--- src/sls_pkg.sv ---
// Constants for the synthesizer serial write port and latch control.
// Assumes one system clock; the serial, strobe and chip enable pins are asynchronous to it.
package sls_pkg;

  localparam int WORD_W = 24;
  localparam int CUR_W = 3;
  localparam int SYNC_W = 4;

  // Latch select codes carried in the two low bits of every word.
  // They double as the register offsets of the four latches.
  localparam logic [1:0] SEL_REF = 2'h0;
  localparam logic [1:0] SEL_FB = 2'h1;
  localparam logic [1:0] SEL_FUNC = 2'h2;
  localparam logic [1:0] SEL_INIT = 2'h3;

  // Field positions inside the function and startup words.
  localparam int FN_CNT_RST_POS = 2;
  localparam int FN_PD_A_POS = 3;
  localparam int FN_PUMP_HIZ_POS = 4;
  localparam int FN_CUR1_LSB = 15;
  localparam int FN_CUR2_LSB = 18;
  localparam int FN_PD_B_POS = 21;
  localparam int FN_PRESC_LSB = 22;

  // Bit positions of the pin synchroniser vector.
  localparam int SY_SCLK = 0;
  localparam int SY_SDATA = 1;
  localparam int SY_STRB = 2;
  localparam int SY_CE = 3;

  // Values after reset.
  localparam logic [WORD_W-1:0] LATCH_RST = 24'h000000;
  localparam logic [SYNC_W-1:0] SYNC_RST = 4'h0;

  typedef struct packed {
    logic [SYNC_W-1:0] sy1;
    logic [SYNC_W-1:0] sy2;
    logic sclk_prev;
    logic strb_prev;
    logic [WORD_W-1:0] shift;
    logic [WORD_W-1:0] ref_l;
    logic [WORD_W-1:0] fb_l;
    logic [WORD_W-1:0] fn_l;
    logic [WORD_W-1:0] init_l;
    logic armed;
    logic pulse;
    logic sync_pd;
    logic pd;
    logic programmed;
  } sls_state_t;

endpackage : sls_pkg

--- src/sls_latch_load.sv ---
// Serial write port and latch control of a PLL frequency synthesizer.
// Assumes the serial pins, latch strobe and chip enable come from outside the
// clock domain; charge_pump_event comes from phase detector logic on clock.
//
// Notes on behaviour
// Data is shifted on each serial clock rise; strobe rise moves 24 bits to a latch.
// Host keeps the serial clock at or below 20 MHz.
// Host holds strobe low, sends three bytes, then raises strobe.
// Select code 00 loads the reference latch, 01 the feedback latch.
// Code 11 loads the startup latch; code 10 loads the function latch.
// A startup load copies the same word into the function latch.
// A startup load fires a reset pulse: counters to load state, pump three-stated.
// With chip enable high, select A high, select B low, the pulse powers down.
// The reset pulse leaves prescaler selection and input buffer untouched.
// Only the first feedback load after a startup load fires the pulse again.
// Startup method: startup, function, reference, feedback loads with counter reset 0.
// Chip enable low powers the device down immediately.
// Chip enable held low while programming; counting resumes aligned when raised.
// Latch contents survive chip enable power cycles.
// Counter reset method: function with reset 1, ref, feedback, function with 0.
// Counter reset bit holds counters and three-states pump, without power-down.
// Pump three-state bit 1 puts pump in high impedance, 0 enables it.
// Current setting one from low three bits, setting two from high three.
// Host picks prescaler so its output stays at or below 300 MHz.
// Host makes four writes after power-up before output is active.
// Function bit 2 is the counter reset bit; 1 holds counters.
// The input register keeps shifting and latching during any power-down.
// Words are sent most significant bit first; select bits arrive last.
module sls_latch_load
  import sls_pkg::*;
(
  input wire logic clock,
  input wire logic rst_n,
  input wire logic clk_en,
  input wire logic ser_clk,
  input wire logic ser_data,
  input wire logic latch_strobe,
  input wire logic chip_enable,
  input wire logic charge_pump_event,
  output logic [WORD_W-1:0] reference_divider_latch,
  output logic [WORD_W-1:0] feedback_divider_latch,
  output logic [WORD_W-1:0] function_settings_latch,
  output logic [WORD_W-1:0] startup_settings_latch,
  output logic counter_reset_pulse,
  output logic counters_hold,
  output logic charge_pump_hiz,
  output logic power_down,
  output logic [CUR_W-1:0] pump_current_1,
  output logic [CUR_W-1:0] pump_current_2,
  output logic [1:0] prescaler_sel,
  output logic programmed
);

  sls_state_t q;
  sls_state_t d;

  logic sclk_rise;
  logic strb_rise;
  logic ce_s;
  logic pd_a;
  logic pd_b;

  assign sclk_rise = q.sy2[SY_SCLK] & ~q.sclk_prev;
  assign strb_rise = q.sy2[SY_STRB] & ~q.strb_prev;
  assign ce_s = q.sy2[SY_CE];
  assign pd_a = q.fn_l[FN_PD_A_POS];
  assign pd_b = q.fn_l[FN_PD_B_POS];

  always_comb begin
    d = q;
    if (clk_en) begin
      d.pulse = 1'b0;
      d.sy1 = {chip_enable, latch_strobe, ser_data, ser_clk};
      d.sy2 = q.sy1;
      d.sclk_prev = q.sy2[SY_SCLK];
      d.strb_prev = q.sy2[SY_STRB];
      // Shifting ignores power-down so words can be loaded while disabled.
      if (sclk_rise) begin
        d.shift = {q.shift[WORD_W-2:0], q.sy2[SY_SDATA]};
      end
      if (strb_rise) begin
        d.programmed = 1'b1;
        unique case (q.shift[1:0])
          SEL_REF: begin
            d.ref_l = q.shift;
          end
          SEL_FB: begin
            d.fb_l = q.shift;
            if (q.armed) begin
              d.pulse = 1'b1;
              d.armed = 1'b0;
            end
          end
          SEL_FUNC: begin
            d.fn_l = q.shift;
          end
          SEL_INIT: begin
            d.init_l = q.shift;
            d.fn_l = q.shift;
            d.pulse = 1'b1;
            d.armed = 1'b1;
          end
        endcase
      end
      // With select B set, synchronous power-down waits for a pump event so the loop sees no
      // frequency jump; clearing select A releases it.
      if (!pd_a) begin
        d.sync_pd = 1'b0;
      end else if (q.pulse && ce_s && !pd_b) begin
        d.sync_pd = 1'b1;
      end else if (charge_pump_event && pd_b) begin
        d.sync_pd = 1'b1;
      end
      d.pd = ~ce_s | (pd_a & ~pd_b) | q.sync_pd;
    end
  end

  // Latches are cleared only by rst_n, never by chip enable.
  always_ff @(posedge clock or negedge rst_n) begin
    if (!rst_n) begin
      q.sy1 <= SYNC_RST;
      q.sy2 <= SYNC_RST;
      q.sclk_prev <= 1'b0;
      q.strb_prev <= 1'b0;
      q.shift <= LATCH_RST;
      q.ref_l <= LATCH_RST;
      q.fb_l <= LATCH_RST;
      q.fn_l <= LATCH_RST;
      q.init_l <= LATCH_RST;
      q.armed <= 1'b0;
      q.pulse <= 1'b0;
      q.sync_pd <= 1'b0;
      q.pd <= 1'b1;
      q.programmed <= 1'b0;
    end else begin
      q <= d;
    end
  end

  assign reference_divider_latch = q.ref_l;
  assign feedback_divider_latch = q.fb_l;
  assign function_settings_latch = q.fn_l;
  assign startup_settings_latch = q.init_l;
  assign counter_reset_pulse = q.pulse;
  assign power_down = q.pd;
  assign programmed = q.programmed;
  assign counters_hold = q.pulse | q.fn_l[FN_CNT_RST_POS] | q.pd;
  // The pump stays quiet until the first word has been taken.
  assign charge_pump_hiz = counters_hold | q.fn_l[FN_PUMP_HIZ_POS] | ~q.programmed;
  assign pump_current_1 = q.fn_l[FN_CUR1_LSB +: CUR_W];
  assign pump_current_2 = q.fn_l[FN_CUR2_LSB +: CUR_W];
  // Prescaler selection bypasses the reset pulse to keep phase alignment.
  assign prescaler_sel = q.fn_l[FN_PRESC_LSB +: 2];
endmodule : sls_latch_load

--- config.mk ---
export PLATFORM = sky130hd
export DESIGN_NAME = sls_latch_load
export DESIGN_NICKNAME = d
export VERILOG_FILES = /design/src/sls_pkg.sv /design/src/sls_latch_load.sv
export SDC_FILE = /design/constraint.sdc
export NUM_CORES = 1
export LEC_CHECK = 0
export BUFFER_PORTS_ARGS = -buffer_cell sky130_fd_sc_hd__buf_4
export CELL_PAD_IN_SITES_DETAIL_PLACEMENT = 0
export CELL_PAD_IN_SITES_GLOBAL_PLACEMENT = 1
export CORE_MARGIN = 5
export CORE_UTILIZATION = 48
export CTS_CLUSTER_SIZE = 8
export DETAILED_ROUTE_END_ITERATION = 8
export HOLD_SLACK_MARGIN = 0.05
export PLACE_DENSITY_LB_ADDON = 0.1
export SLEW_MARGIN = 10
export SYNTH_ARGS = -nofsm -noshare
export SYNTH_HDL_FRONTEND = slang
export SYNTH_SLANG_ARGS = --single-unit
--- constraint.sdc ---
create_clock -name clock -period 2.7 [get_ports clock]
set_input_delay 0.27 -clock clock [delete_from_list [all_inputs] [get_ports clock]]
set_output_delay 0.27 -clock clock [all_outputs]
set_load 0.005 [all_outputs]
==> flow_metrics.env <==
export IMPL_die_area_mm2=0.0146
export IMPL_place_ws_ns=0.706
export IMPL_syn_inst=408
export IMPL_syn_num_nets=416
export IMPL_rrSetupSlack_ns=0.79
export IMPL_final_min_clock_period_ns=2.12
export IMPL_final_area_mm2=0.00688
export IMPL_postRouteAntennaNets=0
export IMPL_wl_met1_um=4980
export IMPL_cap_violations=0
export IMPL_final_net_count=441
export IMPL_initial_utilization_pct=49.0
export IMPL_whs_path_depth=2
export IMPL_routedWlPerCell_um=17.1
export IMPL_relSlewSlack_pct=48.4
export IMPL_layout_setup_ws_ns=0.576
export IMPL_drc=0
export IMPL_stdcell_count=614
export IMPL_critPathMaxFanout=4
export IMPL_cts_inserted_buffers=17
export IMPL_drt_initial_drc_count=122
export IMPL_clkLatencyLatePin_ns=0.41
export IMPL_synth_cell_type_count=26
export IMPL_switching_share_pct=22.8
export IMPL_ys_seq_elements=135
export IMPL_pwr_share_clk_pct=42.2
export IMPL_rsz0062_at_grt="false"
export IMPL_wirelength_um=10500
export IMPL_tightest_slew_ns=0.774
export IMPL_clockBufferDepth=2
export IMPL_rr_worst_depth=3
export IMPL_fillers=977
export IMPL_tns_ns=0
export IMPL_end_kind="output pin"
export IMPL_synthesis_area_mm2=0.00591
export IMPL_place_area_mm2=0.00620
export IMPL_intPower_w=0.00469
export IMPL_cts_resized=0
export IMPL_grt_use_total_pct=15.3
export IMPL_dr_max_layer_used="met4"
export IMPL_cts_tree="done"
export IMPL_grt_pass1_vias=3141
export IMPL_worstSetupPathType="flop to output pin"
export IMPL_cellLeakagePower_nw=3.61
export IMPL_clockRootBuffer="clkbuf_16"
export IMPL_fmax_mhz=471
export IMPL_grt_pass1_wl_um=17200
export IMPL_status="completed"
export IMPL_cts_sinks=135
export IMPL_htreeDepth=4
export IMPL_vdd_drop_max_mv=0.602
export IMPL_grt_ovfl_total=0
export IMPL_avgViaCountPerCell=4.77
export IMPL_grt_antenna_before_repair=0
export IMPL_wl_met2_um=4800
export IMPL_p_comb_share_pct=14.9
export IMPL_drt_first_pass_iters=4
export IMPL_fin_crit_sh_pct=78.7
export IMPL_place_hpwl_um=7000
export IMPL_slew_violations=0
export IMPL_io_buffers=116
export IMPL_antennaDiodeCount=0
export IMPL_num_rows=40
export IMPL_die_x_um=121
export IMPL_area_growth_pct=16.4
export IMPL_fin_skew_ns=0.00653
export IMPL_finalSetupViolCount=0
export IMPL_place_inst=581
export IMPL_ys_seq_area_share_pct=57.2
export IMPL_arrival_ns=1.85
export IMPL_start_kind="flop"
export IMPL_syn_area_per_cell_um2=14.5
export IMPL_clk_pin_slew_ns=0.05
export IMPL_gp_congestion=0.702
export IMPL_routed_wl_met3_um=572
export IMPL_finalHoldViolCount=0
export IMPL_design_core_area_mm2=0.0121
export IMPL_ys_warn_count=0
export IMPL_final_layout_size_suffix_gt1_share_pct=62.6
export IMPL_grt_max_degree=55
export IMPL_fp_dieH_um=121
export IMPL_io_pins=117
export IMPL_multiInputGateArea_mm2=0.00165
export IMPL_postCtsSetupRepairBufs=0
export IMPL_regArea_mm2=0.00338
export IMPL_pwr_density_cell_mw_per_mm2=884
export IMPL_vias=2928
export IMPL_worstPathRequired_ns=2.43
export IMPL_hp_class="input port to flop"
export IMPL_pwr_share_seq_pct=42.9
export IMPL_power_switching_w=0.00138
==> power groups by stage <==
| stage | Combinational, W | Sequential (W) | Clock, W |
|---|---|---|---|
| floorplan | 0.000769 | 0.00252 | 0 |
| global placement | 0.000909 | 0.00263 | 0 |
| detailed placement | 0.000928 | 0.00264 | 0 |
| CTS | 0.000930 | 0.00261 | 0.00263 |
| global route | 0.000995 | 0.00266 | 0.00271 |
| finish | 0.000904 | 0.00261 | 0.00257 |
==> placed cells by master, fill, tap and decap left out, types with 4 or more instances in the layout <==
cell type / synthesis / final
dfrtp_1: 134 / 134
buf_4: 106 / 120
mux2_2: 104 / 104
mux2_4: 18 / 18
clkbuf_16: 0 / 17
bufinv_16: 0 / 6
nand2b_1: 5 / 5
nand2_1: 5 / 5
clkbuf_1: 0 / 4
==> through the flow <==
step                      total power (W)  utilization (%)  hold slack, ns
after floorplan                   0.00329                -         -0.0256
after global placement            0.00354             51.4           0.252
after detailed placement          0.00357             51.4           0.255
after CTS                         0.00617             57.0          0.0767
after global routing              0.00637             57.0          0.0755
final                             0.00608             57.0          0.0944
==> synthesized netlist by cell type, drive strengths merged <==
library cell  number  share of area (%)
mux2             122                 24
dfrtp            134                 57
inv                2               0.13
nand3b             3               0.38
nor2               2               0.17
a41oi              1               0.15
nand2              5               0.32
a31oi              1               0.11
o2111ai            1               0.15
and2b              1               0.13
nor2b              1               0.11
or2                1               0.11
o21ai              1              0.085
nand4b             2               0.30
and2               2               0.21
mux2i              1               0.17
or3                2               0.21
nand4              1               0.21
dfstp              1               0.44
or3b               1               0.15
buf              118                 15
nand2b             5               0.53
==> flip-flops by register name, summed over array words and instances (netlist names), 24 cells and up <==
name and flops:
feedback_divider_latch 24, function_settings_latch 24, q 35, reference_divider_latch 24
startup_settings_latch 24
==> final cells by class <==
type / instances / share of cell area, %
tap: 168 / 3.06
clock buffer: 23 / 6.81
inverter: 2 / 0.109
multi-input combinational: 153 / 24.0
clock inverter: 9 / 2.84
sequential: 135 / 49.2
timing repair buffer: 124 / 14.0
==> final timing paths <==
path / from / endpoint
max: counter_reset_pulse / charge_pump_hiz
min: ser_data / q[132]
max reg2reg: q[125] / reference_divider_latch[23]
min reg2reg: feedback_divider_latch[0] / feedback_divider_latch[0]
max in group asynchronous: rst_n / reference_divider_latch[1]
min in group asynchronous: rst_n / startup_settings_latch[9]
==> layer usage <==
metal | vias to the layer above | track usage [%]
met4 | 0 | 5.74
li1 | 1337 | -
met2 | 78 | 22.6
met1 | 1498 | 21.3
met3 | 15 | 4.66
met5 | - | 0
==> timing repair <==
| item | CTS | global route |
|---|---|---|
| hold endpoints to repair | 50 | 0 |
| setup endpoints to repair | 0 | 0 |
| hold buffers | 1 | 0 |
==> kinds of logic (layout without fill, tap and decap cells) <==
| group | count (synthesis) | in the layout | share of synthesized area (%) |
|---|---|---|---|
| AOI/OAI and AO/OA | 4 | 4 | 0.487 |
| and+or+nand+nor | 26 | 26 | 2.82 |
| muxes | 123 | 123 | 24.6 |
| DFF | 135 | 135 | 57.2 |
| buffers and inverters | 120 | 158 | 14.9 |
==> critical path: stages, from the launching register on <==
cell	delay, ns
dfrtp_1	0.45
or3_1	0.39
or3b_2	0.47
buf_4	0.15
Power figures use the tool's default switching activity.
